--- src/core/pfmt_pkg.sv ---
// Summary of operation
// - reader charges field 15 to 50 ms first; reader here charges for chargeCyc cycles, with no minimum
// - device replies by FSK when charge ends
// - low bit 134.7 kHz, high 123.7 kHz
// - every bit lasts sixteen oscillation cycles
// - whole reply ends within 20 ms
// - 128-bit telegram, stop byte and end bits differ by variant, start byte is shared
// - fixed-code: read right after charge, then discharge
// - NRZ data, bit clock is carrier over sixteen
// - writable enters write mode on full keying
// - gap length codes write bit low or high
// - write bits shift in arrival order
// - carrier-on programming stores all 80 bits together
// - after programming, reply echoes captured data
// - telegram carries 16-bit CRC-CCITT check value
// - reply always starts at telegram bit zero
// - reader may shorten charge, cycle down to 35 ms; reader here enforces no cycle minimum
// - store holds 64 id bits, 16-bit check word
package pfmt_pkg;
  localparam int TELE_BITS = 128;
  localparam int STORE_BITS = 80;
  localparam int ID_BITS = 64;
  localparam int CHK_BITS = 16;
  localparam int CYC_PER_BIT = 16;
  // clock cycles per half period of each carrier (100 MHz clock)
  localparam int CLK_MHZ = 100;
  localparam int CHG_HALF = 372;   // 134.4 kHz
  localparam int LOW_HALF = 371;   // 134.7 kHz
  localparam int HIGH_HALF = 404;  // 123.7 kHz
  localparam int CHG_MIN_MS = 15;
  localparam int CHG_MIN_CYC = CHG_MIN_MS * 1000 * CLK_MHZ;
  localparam int REPLY_MAX_MS = 20;
  localparam int REPLY_MAX_CYC = REPLY_MAX_MS * 1000 * CLK_MHZ;
  // field layout: start byte, 80 store bits, crc, stop byte, end bits
  localparam logic [7:0] START_FIX = 8'h7e;
  localparam logic [7:0] START_RW = 8'h7e;
  localparam logic [7:0] STOP_FIX = 8'h00;
  localparam logic [7:0] STOP_RW = 8'h0f;
  localparam logic [15:0] END_FIX = 16'h0000;
  localparam logic [15:0] END_RW = 16'hffff;
  localparam logic [15:0] CRC_INIT = 16'h0000;
  localparam logic [15:0] CRC_POLY = 16'h1021;
  // gap lengths in clock cycles
  localparam int GAP_HIGH_MIN = 8;
  localparam int GAP_END = 64;

  typedef enum logic [2:0] {
    PFMT_IDLE = 3'b000,
    PFMT_CHARGE = 3'b001,
    PFMT_WAIT = 3'b010,
    PFMT_WRITE = 3'b011,
    PFMT_PROG = 3'b100,
    PFMT_REPLY = 3'b101
  } pfmt_state_t;

  function automatic logic [15:0] pfmtCrcStep(input logic [15:0] c,
                                              input logic b);
    pfmtCrcStep = {c[14:0], 1'b0} ^ ((c[15] ^ b) ? CRC_POLY : 16'h0000);
  endfunction
endpackage

--- src/core/pfmt_link_if.sv ---
`timescale 1ns/1ps
// field link: carrier from the reader and FSK oscillation back
interface pfmt_link_if;
  logic fieldOn;     // reader carrier level (toggles while on)
  logic fieldActive; // reader transmitter keyed on
  logic replyOsc;    // transponder oscillation
  logic replyActive;
  modport reader (output fieldOn, output fieldActive,
                  input replyOsc, input replyActive);
  modport tag (input fieldOn, input fieldActive,
               output replyOsc, output replyActive);
endinterface

--- src/core/pfmt_fsk_tx.sv ---
`timescale 1ns/1ps
// sends one telegram; each bit is sixteen oscillation cycles
module pfmt_fsk_tx
  import pfmt_pkg::*;
(
  // clock and reset
  input wire logic clk,
  input wire logic srst,
  // control
  input wire logic start,
  input wire logic [pfmt_pkg::TELE_BITS-1:0] frame,
  output logic busy,
  // oscillator
  output logic osc
);
  typedef struct packed {
    logic run;
    logic [TELE_BITS-1:0] sh;
    logic [6:0] bitCnt;
    logic [4:0] halfCnt;
    logic [8:0] tick;
    logic osc;
  } pfmt_tx_t;
  pfmt_tx_t r, next_r;
  logic [8:0] halfLen;

  always_comb begin
    next_r = r;
    // NRZ: level of the current bit picks the frequency
    halfLen = r.sh[TELE_BITS-1] ? 9'(HIGH_HALF - 1) : 9'(LOW_HALF - 1);
    if (!r.run) begin
      if (start) begin
        // always from bit zero of the telegram
        next_r.run = 1'b1;
        next_r.sh = frame;
        next_r.bitCnt = 7'h00;
        next_r.halfCnt = 5'h00;
        next_r.tick = 9'h000;
      end
    end else if (r.tick == halfLen) begin
      next_r.tick = 9'h000;
      next_r.osc = ~r.osc;
      next_r.halfCnt = r.halfCnt + 5'h01;
      if (r.halfCnt == 5'(2 * CYC_PER_BIT - 1)) begin
        next_r.halfCnt = 5'h00;
        next_r.sh = {r.sh[TELE_BITS-2:0], 1'b0};
        next_r.bitCnt = r.bitCnt + 7'h01;
        if (r.bitCnt == 7'(TELE_BITS - 1)) begin
          next_r.run = 1'b0;
          next_r.osc = 1'b0;
        end
      end
    end else begin
      next_r.tick = r.tick + 9'h001;
    end
  end

  always_ff @(posedge clk) begin
    if (srst) r <= '0;
    else r <= next_r;
  end

  assign busy = r.run;
  assign osc = r.osc;
endmodule

--- src/core/pfmt_tag.sv ---
`timescale 1ns/1ps
// transponder end: charge, write, program, reply
module pfmt_tag
  import pfmt_pkg::*;
#(
  parameter logic fixed_code_variant = 1'b0,
  // factory content: 64 id bits then block check word (arbitrary)
  parameter logic [STORE_BITS-1:0] FACTORY = 80'h0123456789abcdef_0000
)(
  // clock and reset
  input wire logic clk,
  input wire logic srst,
  // field link
  pfmt_link_if.tag link,
  // status
  output logic [pfmt_pkg::STORE_BITS-1:0] storeData,
  output logic progDone
);
  import pfmt_pkg::*;

  typedef struct packed {
    pfmt_state_t st;
    logic [1:0] fOnS;
    logic [1:0] actS;
    logic fOnD;
    logic charged;
    logic [7:0] gap;
    logic [STORE_BITS-1:0] shift;
    logic [STORE_BITS-1:0] store;
    logic [6:0] nBits;
    logic progDone;
    logic txStart;
    logic [TELE_BITS-1:0] frame;
  } pfmt_tag_t;
  pfmt_tag_t r, next_r;
  logic txBusy, txOsc, edgeIn;
  logic [15:0] crc;

  function automatic logic [TELE_BITS-1:0] buildFrame(
      input logic [STORE_BITS-1:0] d);
    logic [15:0] c;
    c = CRC_INIT;
    for (int i = STORE_BITS - 1; i >= 0; i--) c = pfmtCrcStep(c, d[i]);
    // variant-specific framing
    if (fixed_code_variant)
      buildFrame = {START_FIX, d, c, STOP_FIX, END_FIX};
    else
      buildFrame = {START_RW, d, c, STOP_RW, END_RW};
  endfunction

  assign edgeIn = r.fOnS[1] & ~r.fOnD;

  always_comb begin
    next_r = r;
    crc = 16'h0000;
    next_r.fOnS = {r.fOnS[0], link.fieldOn};
    next_r.actS = {r.actS[0], link.fieldActive};
    next_r.fOnD = r.fOnS[1];
    next_r.txStart = 1'b0;
    case (r.st)
      PFMT_IDLE: if (r.actS[1]) next_r.st = PFMT_CHARGE;
      PFMT_CHARGE: begin
        // charge-burst end seen as transmitter off
        if (!r.actS[1]) begin
          next_r.gap = 8'h00;
          if (fixed_code_variant) begin
            next_r.frame = buildFrame(r.store);
            next_r.txStart = 1'b1;
            next_r.st = PFMT_REPLY;
          end else begin
            next_r.st = PFMT_WAIT;
          end
        end
      end
      PFMT_WAIT: begin
        // writable: field back on means keying, else plain read
        next_r.gap = r.gap + 8'h01;
        if (r.actS[1]) begin
          // the first keyed-off gap ends here: it carries write bit zero
          next_r.st = PFMT_WRITE;
          next_r.shift = {r.shift[STORE_BITS-2:0],
                          r.gap >= 8'(GAP_HIGH_MIN)};
          next_r.nBits = 7'h01;
          next_r.gap = 8'h00;
        end else if (r.gap == 8'(GAP_END)) begin
          next_r.frame = buildFrame(r.store);
          next_r.txStart = 1'b1;
          next_r.st = PFMT_REPLY;
        end
      end
      PFMT_WRITE: begin
        // gap measured in carrier-less clock slots, threshold param
        if (!r.actS[1]) next_r.gap = r.gap + 8'h01;
        else if (r.gap != 8'h00) begin
          next_r.shift = {r.shift[STORE_BITS-2:0],
                          r.gap >= 8'(GAP_HIGH_MIN)};
          next_r.nBits = r.nBits + 7'h01;
          next_r.gap = 8'h00;
          if (r.nBits == 7'(STORE_BITS - 1)) next_r.st = PFMT_PROG;
        end
      end
      PFMT_PROG: begin
        next_r.store = r.shift; // all bits at once
        next_r.progDone = 1'b1;
        if (!r.actS[1]) begin
          next_r.frame = buildFrame(r.shift); // echo
          next_r.txStart = 1'b1;
          next_r.st = PFMT_REPLY;
        end
      end
      PFMT_REPLY: if (!r.txStart && !txBusy) next_r.st = PFMT_IDLE;
      default: next_r.st = PFMT_IDLE;
    endcase
    if (edgeIn) next_r.charged = 1'b1;
  end

  always_ff @(posedge clk) begin
    if (srst) begin
      r <= '0;
      r.store <= FACTORY;
    end else begin
      r <= next_r;
    end
  end

  pfmt_fsk_tx uTx (
    .clk(clk),
    .srst(srst),
    .start(r.txStart),
    .frame(r.frame),
    .busy(txBusy),
    .osc(txOsc)
  );

  assign link.replyOsc = txOsc;
  assign link.replyActive = txBusy;
  assign storeData = r.store;
  assign progDone = r.progDone;
endmodule

--- src/flat_wrapper.sv ---
// flat-port wrapper written by rule: the top's interface ports become plain ports
module pfmt_tag_flat import pfmt_pkg::*;
#(
  parameter logic fixed_code_variant = 1'b0,
                                                                  
  parameter logic [STORE_BITS-1:0] FACTORY = 80'h0123456789abcdef_0000
)
  (clk, srst, storeData, progDone, link_fieldOn, link_fieldActive, link_replyOsc, link_replyActive);
  pfmt_link_if link_i ();
  input wire logic clk;
  input wire logic srst;
  output logic [pfmt_pkg::STORE_BITS-1:0] storeData;
  output logic progDone;
  input wire logic [$bits(link_i.fieldOn)-1:0] link_fieldOn;
  input wire logic [$bits(link_i.fieldActive)-1:0] link_fieldActive;
  output wire logic [$bits(link_i.replyOsc)-1:0] link_replyOsc;
  output wire logic [$bits(link_i.replyActive)-1:0] link_replyActive;
  assign link_i.fieldOn = link_fieldOn;
  assign link_i.fieldActive = link_fieldActive;
  assign link_replyOsc = link_i.replyOsc;
  assign link_replyActive = link_i.replyActive;
  pfmt_tag #(.fixed_code_variant(fixed_code_variant), .FACTORY(FACTORY)) u_core (.clk(clk), .srst(srst), .link(link_i), .storeData(storeData), .progDone(progDone));
endmodule
--- config.mk ---
export PLATFORM = sky130hd
export DESIGN_NAME = pfmt_tag_flat
export DESIGN_NICKNAME = d
export VERILOG_FILES = /design/src/core/pfmt_pkg.sv /design/src/core/pfmt_link_if.sv /design/src/core/pfmt_fsk_tx.sv /design/src/core/pfmt_tag.sv /design/src/flat_wrapper.sv
export SDC_FILE = /design/constraint.sdc
export NUM_CORES = 1
export LEC_CHECK = 0
export BUFFER_PORTS_ARGS = -buffer_cell sky130_fd_sc_hd__buf_2
export CORE_MARGIN = 5
export CORE_UTILIZATION = 60
export DETAILED_ROUTE_END_ITERATION = 12
export PLACE_DENSITY = 0.78
export SYNTH_ARGS = -nofsm -noshare
export SYNTH_HDL_FRONTEND = slang
export SYNTH_HIERARCHICAL = 1
export SYNTH_SLANG_ARGS = --single-unit
--- constraint.sdc ---
create_clock -name clk -period 5 [get_ports clk]
set_input_delay 0.75 -clock clk [delete_from_list [all_inputs] [get_ports clk]]
set_output_delay 0.75 -clock clk [all_outputs]
set_load 0.03 [all_outputs]
==> impl_metrics.yaml, run 1 <==
cts:
  clkLatencyLatePin_ns: 0.60
  cts_buffer_depth: 3
  clock-root-buffer: "clkbuf_16"
  cts_buffers: 46
  cts_tree: "done"
  path_clk_slew_ns: 0.06
  ctsHoldBuffers: 0
  post_cts_buffers: 0
  cts_max_level: 2
  clock-sinks: 430
critical_path:
  cp-end-kind: "flop"
  crit_path_start: "u_core/r[286]$_SDFFE_PP0P_"
  reg2regPathDepth: 12
  critPathCapture: "u_core/r[31]$_SDFFE_PP0P_"
  crit_fanout: 5
  start_kind: "flop"
  crit_type: "flop to flop"
  r2r-start: "u_core/r[286]$_SDFFE_PP0P_"
  crit_arrival_ns: 5.39
  r2r-end: "u_core/r[31]$_SDFFE_PP0P_"
  r2r_slack_ns: 0.11
  cp.required_ns: 5.51
drt:
  dr_wl_met2_mm: 29.57
  initialDrtViolationCount: 1886
  wl_per_cell_um: 20.60
  vias: 18610
  route.met3.wl_mm: 4.885
  viasPerCell: 6.106
  drcViolationCount: 0
  drt-total-wl_mm: 62.78
  drt-met1-wl_mm: 26.39
  first_pass_iters: 6
  antenna_left: 0
  highest_layer: "met4"
sta:
  tns_ns: 0
  fin_skew_ns: 0.03594
  fmax_mhz: 204.7
  slew_headroom_pct: 26.38
  drv_slew: 0
  finalSetupViolations: 0
  fin_crit_ns: 4.885
  hold_slack_ns: 0.3545
  finalHoldViolations: 0
  worstMarginPinSlew_ns: 1.104
  period_share_pct: 97.70
yosys:
  ys_seq_area_share_pct: 35.18
  synthTopCellsByCount: "dfxtp_1 (430), nand2_1 (354), a21oi_1 (238), xnor2_1 (231)"
  async_reset_ff_share_pct: 0
  netlist_area_sq_um: 24470
  ys_warn_count: 6
  postSynthCellCount: 2577
  synth.avg_cell_area_sq_um: 9.495
  synth_top_area_share_pct: 35.18
  yosys_most_used_dff: "dfxtp_1"
  synth.most_common_cell: "dfxtp_1"
  synth_cell_types: 67
  ys_top_cells_by_area: "dfxtp_1 (35%), xnor3_1 (9.8%), xnor2_1 (8.3%)"
  post-synth-top-area-cell: "dfxtp_1"
  synth_edf_count: 0
  synth_seq_cells: 430
floorplanning:
  die_w_um: 211.9
  start_util_pct: 60.34
  pin_count: 87
  core_sq_um: 40550
  rows: 74
  die_h_um: 211.9
  dieArea_sq_um: 44920
global_routing:
  grt_max_degree: 186
  gr-total-overflow: 0
  track_usage_pct: 27.43
  grt_pass1_wl_mm: 98.26
  antenna_found_initial: 0
  first_global_vias: 17320
placement:
  dpl_cell_area_sq_um: 24660
  gp_congestion: 0.9611
  portBuffers: 85
  dp_hpwl_mm: 42.88
pwr:
  powerDensity_nw_per_um2: 921.9
  cellLeakagePower_uw: 0.009821
  ir_worst_vdd_uv: 2145
final_layout:
  final_area_sq_um: 26230
  drive_gt1_share_pct: 11.61
  fill_cells: 3284
  diodes: 0
  utilization_pct: 64.67
  layout.nets: 2493
  syn_to_final_growth_pct: 7.184
run_status:
  outcome: "completed"
job:
  drv_cap: 0
hold_path:
  hold_class: "input port to flop"
-- sequential cells by signal, summed over array words and instances (netlist names) --
name	count
u_core/uTx/r	149
u_core/next_r	1
u_core/uTx/busy	1
u_core/storeData	80
u_core/progDone	1
u_core/uTx/osc	1
u_core/r	197
-- power by group --
part / switching, uW / total, uW / internal [uW]
clock: 1420 / 3450 / 2030
sequential: 188 / 3700 / 3520
combinational: 8040 / 17000 / 8990
-- layout make-up --
type,instances,area [sq um],share of cell area (%)
multi-input combinational,1844,14380,54.84
inverter,6,22.52,0.08587
timing repair buffer,154,1003,3.826
tap,532,665.6,2.538
clock buffer,63,1296,4.943
clock inverter,19,242.7,0.9255
sequential,430,8615,32.85
-- logic make-up after synthesis --
kind of cell             share of synthesized area (%)
flip-flops                                       35.18
XOR/XNOR                                         25.60
multiplexers                                    0.2608
AO/OA/AOI/OAI                                    13.91
AND/OR/NAND/NOR                                  18.26
adder cells (fa/ha/maj)                         0.3579
buffers and inverters                            6.412
other                                          0.01533
-- metrics by stage --
stage / worst slack (ns) / total power (uW) / std cells
3_5_place_dp: 0.1711 / 20480 / 2966
4_1_cts: 0.1414 / 23890 / 3048
5_1_grt: -0.004902 / 24890 / 3048
3_3_place_gp: 0.2570 / 20330 / 2966
6_report: 0.1150 / 24180 / 3048
2_1_floorplan: 0.5093 / 19040 / 2582
-- worst max-delay path, stage by stage (launching register included) --
cell	delay (ns)
dfxtp_1	0.41
xor3_1	0.50
xor2_1	0.29
xnor3_2	0.54
xnor3_1	0.44
xnor2_1	0.28
xnor3_2	0.57
xor2_4	0.19
xnor3_2	0.40
xnor3_2	0.47
xnor3_1	0.39
nand2b_1	0.16
a21oi_2	0.14
-- timing repair --
action,in CTS,in global routing
endpoints found under the setup margin,0,3
endpoints found under the hold margin,0,0
resized for setup,0,10
-- routing by layer --
layer | global-route usage, % | vias to the layer above
met5 | 0 | -
met4 | 8.396 | 0
met3 | 4.816 | 109
met2 | 44.04 | 717
met1 | 38.21 | 9039
li1 | - | 8745
-- placed cells by master, fill, tap and decap left out, types with 4 or more instances in the layout --
master / synthesis / final
dfxtp_1: 430 / 425
nand2_1: 354 / 353
a21oi_1: 238 / 238
xnor2_1: 231 / 230
nand3b_1: 160 / 160
nand2b_1: 136 / 136
o221ai_1: 127 / 127
xnor3_1: 107 / 104
nand3_1: 102 / 101
a22oi_1: 92 / 92
buf_2: 24 / 84
xor2_1: 72 / 71
buf_4: 96 / 65
clkbuf_16: 0 / 47
nor2_1: 33 / 31
xor3_1: 26 / 26
o211ai_1: 17 / 17
xnor2_2: 14 / 15
xnor3_2: 8 / 11
clkbuf_1: 160 / 10
a31oi_1: 10 / 10
nor2b_1: 10 / 9
o21ai_0: 9 / 9
and3_1: 10 / 9
nand4_1: 8 / 8
clkinv_2: 0 / 7
ha_1: 7 / 7
clkbuf_8: 0 / 6
conb_1: 1 / 6
or3_1: 5 / 5
nor3_1: 5 / 5
dfxtp_2: 0 / 5
clkinvlp_4: 0 / 4
bufinv_16: 0 / 4
inv_1: 4 / 4
buf_12: 0 / 4
-- worst min-delay path by stage --
stage | startpoint | to | slack [ns] | depth (start not counted)
detailed placement | u_core/next_r[308]$_SDFF_PP0_ | u_core/r[308]$_SDFF_PP0_ | 0.44 | 1
finish | link_fieldActive | u_core/next_r[308]$_SDFF_PP0_ | 0.35 | 2
floorplan | u_core/next_r[308]$_SDFF_PP0_ | u_core/r[308]$_SDFF_PP0_ | 0.41 | 1
global route | link_fieldActive | u_core/next_r[308]$_SDFF_PP0_ | 0.36 | 2
global placement | u_core/next_r[308]$_SDFF_PP0_ | u_core/r[308]$_SDFF_PP0_ | 0.42 | 1
CTS | link_fieldActive | u_core/next_r[308]$_SDFF_PP0_ | 0.33 | 2
No activity file was read; power rests on OpenSTA's default activity.
==> run 2, diff against run 1 <==
- SYNTH_HIERARCHICAL: 1 -> unset
==> run 2 against run 1 <==
Combinational power fell by 94%. Non-clock buffer count fell by 18. Clock skew fell by 0.020 ns. Clock-buffer cell count rose by 5. Cell area fell by 7.1%. Critical endpoint is now u_core.r[38]$_SDFFE_PP0P_. Largest cell class unchanged.
==> impl_metrics.yaml, run 2 <==
critical_path:
  crit_fanout: 7
  worst_path_most_repeated_cell: "xnor3_1"
  r2r_slack_ns: 0.18
  reg2regPathDepth: 12
  cp.required_ns: 5.44
  slowest_stage: "xnor3_1"
  crit_type: "flop to flop"
  r2r-end: "u_core.r[38]$_SDFFE_PP0P_"
  r2r-start: "u_core.r[292]$_SDFFE_PP0P_"
  path_delay_family: "XOR/XNOR gates"
  start_kind: "flop"
  critical_path.cell_chain: "xnor3_1 > xnor2_2 > xnor2_1 > xnor2_1 > xnor3_1 > xnor2_2 > xnor3_1 > xnor3_1 > xnor2_1 > xnor3_1 > a221oi_1 > nor3_1"
  crit_arrival_ns: 5.25
  cp-end-kind: "flop"
  path_buf_inv: 0
  slowest_delay_ns: 0.56
cts:
  cts_max_level: 2
  clkLatencyLatePin_ns: 0.58
  cts_tree: "done"
  clock-root-buffer: "clkbuf_16"
  cts_buffers: 44
  clock-sinks: 430
  cts_buffer_depth: 3
  post_cts_buffers: 0
  path_clk_slew_ns: 0.06
placement:
  portBuffers: 85
  place_ws_ns: 0.1223
  gp_congestion: 0.9455
  dp.cells: 2800
  dpl_cell_area_sq_um: 22900
  dp_hpwl_mm: 39.81
yosys:
  ys_top_cells_by_area: "dfxtp_1 (38%), xnor3_1 (11%), xnor2_1 (9.0%)"
  synth_cell_types: 54
  synth.most_common_cell: "dfxtp_1"
  synth.avg_cell_area_sq_um: 9.339
  synth_top_area_share_pct: 37.84
  netlist_area_sq_um: 22750
  synth_edf_count: 0
  synthTopCellsByCount: "dfxtp_1 (430), nand2_1 (362), a21oi_1 (254), xnor2_1 (234), clkbuf_1 (180)"
  synth_nets: 2447
  ys_warn_count: 0
  yosys_most_used_dff: "dfxtp_1"
  synth_seq_cells: 430
  postSynthCellCount: 2436
  post-synth-top-area-cell: "dfxtp_1"
  ys_seq_area_share_pct: 37.84
  async_reset_ff_share_pct: 0
global_routing:
  grt_max_degree: 167
  grt_pass1_wl_mm: 92.13
  track_usage_pct: 27.21
  first_global_vias: 16700
  antenna_found_initial: 0
  gr-total-overflow: 0
pwr:
  ir_worst_vdd_uv: 302.1
  intPower_uw: 5703
  pwr-share-seq_pct: 45.4
  power_switching_uw: 1874
  powerDensity_nw_per_um2: 311.2
  switching_share_pct: 24.74
  p_comb_share_pct: 12.5
  p_clk_share_pct: 42.1
  cellLeakagePower_uw: 0.009431
floorplanning:
  die_w_um: 204.7
  die_h_um: 204.7
  dieArea_sq_um: 41910
  start_util_pct: 60.54
  rows: 71
  core_sq_um: 37580
  pin_count: 87
sta:
  finalHoldViolations: 0
  drv_slew: 0
  fin_crit_ns: 4.820
  slew_headroom_pct: 12.19
  tns_ns: 0
  setup_ws_ns: 0.1803
  finalSetupViolations: 0
  worstMarginPinSlew_ns: 1.317
  fmax_mhz: 207.5
  hold_slack_ns: 0.3778
  rsz0062_at_grt: "no"
  fin_skew_ns: 0.01584
  period_share_pct: 96.39
final_layout:
  layout.nets: 2346
  instances_no_fill: 2880
  regMostFlops: "u_core.r"
  syn_to_final_growth_pct: 7.051
  drive_gt1_share_pct: 10.72
  largest_reg_flops: 197
  diodes: 0
  final_area_sq_um: 24350
  mostFrequentLayoutCells: "dfxtp_1 (423), nand2_1 (362), a21oi_1 (254), xnor2_1 (230), nor2_1 (175)"
  final_common_cell: "dfxtp_1"
job:
  drv_cap: 0
drt:
  drt-total-wl_mm: 57.66
  wl_per_cell_um: 20.02
  viasPerCell: 6.093
  first_pass_iters: 7
  initialDrtViolationCount: 1920
  vias: 17550
  drcViolationCount: 0
  antenna_left: 0
hold_path:
  hold_depth: 2
  whs_endpoint: "u_core.next_r[308]$_SDFF_PP0_"
  hp-start: "link_fieldActive"
  hold_class: "input port to flop"
run_status:
  outcome: "completed"
[run 2: cell types whose count changed in the layout (fill, tap and decap cells not counted), sizes merged, moves of 34 or more]
| cell | previous run | this run |
|---|---|---|
| nand3b | 160 | 5 |
| nor2 | 33 | 177 |
| nand2b | 136 | 4 |
| o221ai | 127 | 2 |
| a222oi | 0 | 80 |
| a221oi | 0 | 34 |
[run 2: per-stage QoR]
stage                     power [uW]  util, %
after floorplan                 4246        -
after global placement          4435    60.95
after detailed placement        4446    60.95
after CTS                       7616    64.68
after global routing            7827    64.81
final                           7578    64.81
[run 2: worst max path at each step]
stage / end / start / cells past startpoint / slack (ns)
after floorplan: u_core.r[38]$_SDFFE_PP0P_ / u_core.r[290]$_SDFFE_PP0P_ / 13 / 0.51
after global placement: u_core.r[38]$_SDFFE_PP0P_ / u_core.r[290]$_SDFFE_PP0P_ / 12 / 0.20
after detailed placement: u_core.r[28]$_SDFFE_PP0P_ / u_core.storeData[74]$_SDFFE_PP0N_ / 12 / 0.12
after CTS: u_core.r[33]$_SDFFE_PP0P_ / u_core.storeData[74]$_SDFFE_PP0N_ / 12 / 0.10
after global routing: u_core.r[38]$_SDFFE_PP0P_ / u_core.r[292]$_SDFFE_PP0P_ / 12 / 0.008
final: u_core.r[38]$_SDFFE_PP0P_ / u_core.r[292]$_SDFFE_PP0P_ / 12 / 0.18
[run 2: logic make-up after synthesis]
logic type               synth area share, %
XOR/XNOR                               27.05
adder cells (fa/ha/maj)               0.3850
buffers and inverters                  6.209
AND/OR/NAND/NOR                        13.28
flip-flops                             37.84
AO/OA/AOI/OAI                          15.06
multiplexers                          0.1760
[run 2: power by group through the flow]
stage	Sequential (uW)	Combinational, uW	Clock (uW)
5_1_grt	3440	1000	3390
2_1_floorplan	3510	737	0
3_5_place_dp	3510	933	0
4_1_cts	3440	941	3240
6_report	3440	947	3190
3_3_place_gp	3510	922	0
[run 2: per-layer routing]
metal | track usage (%) | up-vias | share of wire, %
met2 | 44.63 | 696 | 47
met1 | 37.37 | 8531 | 43
met3 | 4.258 | 108 | 7.4
met4 | 8.471 | 0 | 2.7
li1 | - | 8212 | -
met5 | 0 | - | 0
[run 2: what timing repair did]
| item | 4_1_cts | 5_1_grt |
|---|---|---|
| setup endpoints to repair | 0 | 7 |
| gates resized for setup | 0 | 19 |
| hold buffers | 0 | 0 |
[run 2: final cells by class]
class | count | area [sq um]
fillers | 2994 | 13220
multi-input cells | 1715 | 12830
flip-flops and latches | 430 | 8617
clock buffers | 68 | 1281
repair buffers | 136 | 830.8
well taps | 511 | 639.4
clock inverters | 12 | 120.1
inverters | 8 | 30.03
[run 2: worst register-to-register path, cell delays in order, from the launching register on]
cell      delay (ns)
dfxtp_1         0.52
xnor3_1         0.44
xnor2_2         0.32
xnor2_1         0.17
xnor2_1         0.34
xnor3_1         0.42
xnor2_2         0.36
xnor3_1         0.56
xnor3_1         0.44
xnor2_1         0.32
xnor3_1         0.38
a221oi_1        0.32
nor3_1          0.08
==> run 3, diff against run 2 <==
- CORE_UTILIZATION: 60 -> 57
- PLACE_DENSITY: 0.78 -> 0.77
- clock period: 5 -> 4 ns (I/O delays scaled with it)
==> run 3 against run 2 <==
Highest routed layer unchanged. Sequential power is 25% higher. Combinational power up 100%. Critical path type unchanged. Routed wire length rose by 11%. Register-to-register slack lost 0.55 ns. The flow now finishes with violations (negative setup slack).
==> impl_metrics.yaml, run 3 (synthesis results as in run 2) <==
cts:
  clock-root-buffer: "clkbuf_16"
  path_clk_slew_ns: 0.06
  clkLatencyLatePin_ns: 0.58
  ctsHoldBuffers: 0
  clock-sinks: 430
  cts_buffer_depth: 3
  cts_max_level: 2
  cts_buffers: 44
  cts_tree: "done"
critical_path:
  path_delay_family: "XOR/XNOR gates"
  crit_cells: 13
  crit_arrival_ns: 4.80
  slowest_delay_ns: 0.52
  cp-end-kind: "flop"
  crit_fanout: 3
  critical_path.cell_chain: "buf_6 > xor2_4 > xnor3_1 > xnor3_2 > xnor3_2 > xor2_2 > xnor3_2 > xor3_2 > xnor2_4 > xnor2_4 > xor2_1 > a221oi_1 > nor3_1"
  path_buf_inv: 1
  crit_type: "flop to flop"
  cp.required_ns: 4.43
  reg2regPathDepth: 13
  start_kind: "flop"
  worst_path_most_repeated_cell: "xnor3_2"
  slowest_stage: "xor3_2"
drt:
  first_pass_iters: 10
  initialDrtViolationCount: 2491
  drt-total-wl_mm: 63.76
  wl_per_cell_um: 20.18
  vias: 19050
  dr_wl_met2_mm: 30.71
  drt-met1-wl_mm: 25.78
  route.met3.wl_mm: 5.090
  highest_layer: "met4"
  viasPerCell: 6.032
  antenna_left: 0
  drcViolationCount: 0
final_layout:
  final_common_cell: "dfxtp_1"
  syn_to_final_growth_pct: 21.98
  drive_gt1_share_pct: 26.31
  diodes: 0
  regMostFlops: "u_core.r"
  instances_no_fill: 3159
  layout.nets: 2609
  final_area_sq_um: 27750
  largest_reg_flops: 197
  mostFrequentLayoutCells: "dfxtp_1 (406), nand2_1 (362), buf_4 (290), a21oi_1 (254), nor2_1 (175)"
  utilization_pct: 70.01
sta:
  worstMarginPinSlew_ns: 1.199
  fin_crit_ns: 4.374
  setup_ws_ns: -0.3739
  finalSetupViolations: 16
  fin_skew_ns: 0.01672
  slew_headroom_pct: 20.04
  hold_slack_ns: 0.2337
  fmax_mhz: 228.6
  tns_ns: -3.798
  finalHoldViolations: 0
  drv_slew: 0
  period_share_pct: 109.3
  rsz0062_at_grt: "yes"
floorplanning:
  pin_count: 87
  start_util_pct: 57.39
  rows: 73
  die_h_um: 209.8
  dieArea_sq_um: 44010
  core_sq_um: 39640
  die_w_um: 209.8
global_routing:
  grt_max_degree: 148
  antenna_found_initial: 1
  gr-total-overflow: 0
  track_usage_pct: 28.23
  first_global_vias: 18360
  grt_pass1_wl_mm: 101.1
hold_path:
  hold_depth: 2
  hold_class: "input port to flop"
job:
  drv_cap: 0
run_status:
  outcome: "finished, violations left"
  violations: "negative setup slack"
placement:
  dp_hpwl_mm: 42.35
  dp.cells: 3035
  dpl_cell_area_sq_um: 25040
  gp_congestion: 0.9600
  portBuffers: 85
pwr:
  ir_worst_vdd_uv: 378.6
  powerDensity_nw_per_um2: 368.8
  cellLeakagePower_uw: 0.01128
-- run 3: cell count changes in the layout (fill, tap and decap cells not counted), moves of 17 or more --
| cell | change |
|---|---|
| xor2_1 | -23 |
| xnor2_1 | -74 |
| dfxtp_1 | -17 |
| buf_4 | +240 |
| xnor2_2 | +50 |
| xnor3_1 | -39 |
| xnor2_4 | +24 |
| xnor3_2 | +39 |
-- run 3: timing repair --
action | CTS | global route
resized for setup | 152 | 25
buffers inserted | 36 | 8
setup endpoints to repair | 16 | 16
pin swaps | 56 | 23
-- run 3: worst register-to-register path, stage by stage, from the launching register on --
cell      delay [ns]
dfxtp_4         0.36
buf_6           0.11
xor2_4          0.24
xnor3_1         0.44
xnor3_2         0.46
xnor3_2         0.47
xor2_2          0.21
xnor3_2         0.46
xor3_2          0.52
xnor2_4         0.20
xnor2_4         0.23
xor2_1          0.13
a221oi_1        0.31
nor3_1          0.09
-- run 3: worst paths after layout --
| path | start | to | slack, ns |
|---|---|---|---|
| hold / removal | link_fieldActive | u_core.next_r[308]$_SDFF_PP0_ | 0.23 |
| setup / recovery | u_core.storeData[75]$_SDFFE_PP0N_ | u_core.r[29]$_SDFFE_PP0P_ | -0.37 |
| hold reg to reg | u_core.next_r[308]$_SDFF_PP0_ | u_core.r[308]$_SDFF_PP0_ | 0.45 |
| setup reg to reg | u_core.storeData[75]$_SDFFE_PP0N_ | u_core.r[29]$_SDFFE_PP0P_ | -0.37 |
-- run 3: layout make-up --
| class | count | area (sq um) |
|---|---|---|
| flip-flops and latches | 430 | 8661 |
| repair buffers | 399 | 2979 |
| inverters | 8 | 30.03 |
| clock buffers | 63 | 1274 |
| multi-input cells | 1715 | 14010 |
| clock inverters | 19 | 138.9 |
| well taps | 525 | 656.9 |
| fillers | 2784 | 11890 |
-- run 3: layer usage --
layer / vias up / track usage [%]
met5: - / 0
met4: 0 / 10.06
met3: 143 / 4.858
met2: 958 / 46.16
met1: 9223 / 38.05
li1: 8730 / -
-- run 3: power breakdown --
part / leakage, uW / internal (uW) / total, uW / switching, uW
Combinational: 0.00710 / 1020 / 1920 / 900
Clock: 0.000704 / 2290 / 4020 / 1730
Sequential: 0.00348 / 4280 / 4290 / 9.41
Total: 0.0113 / 7590 / 10200 / 2640
-- run 3: metrics by stage --
stage / total power [uW] / setup WS, ns
2_1_floorplan: 5362 / -0.09441
3_3_place_gp: 5798 / -0.3371
3_5_place_dp: 5810 / -0.4547
4_1_cts: 10050 / -0.2682
5_1_grt: 10560 / -0.4968
6_report: 10230 / -0.3739
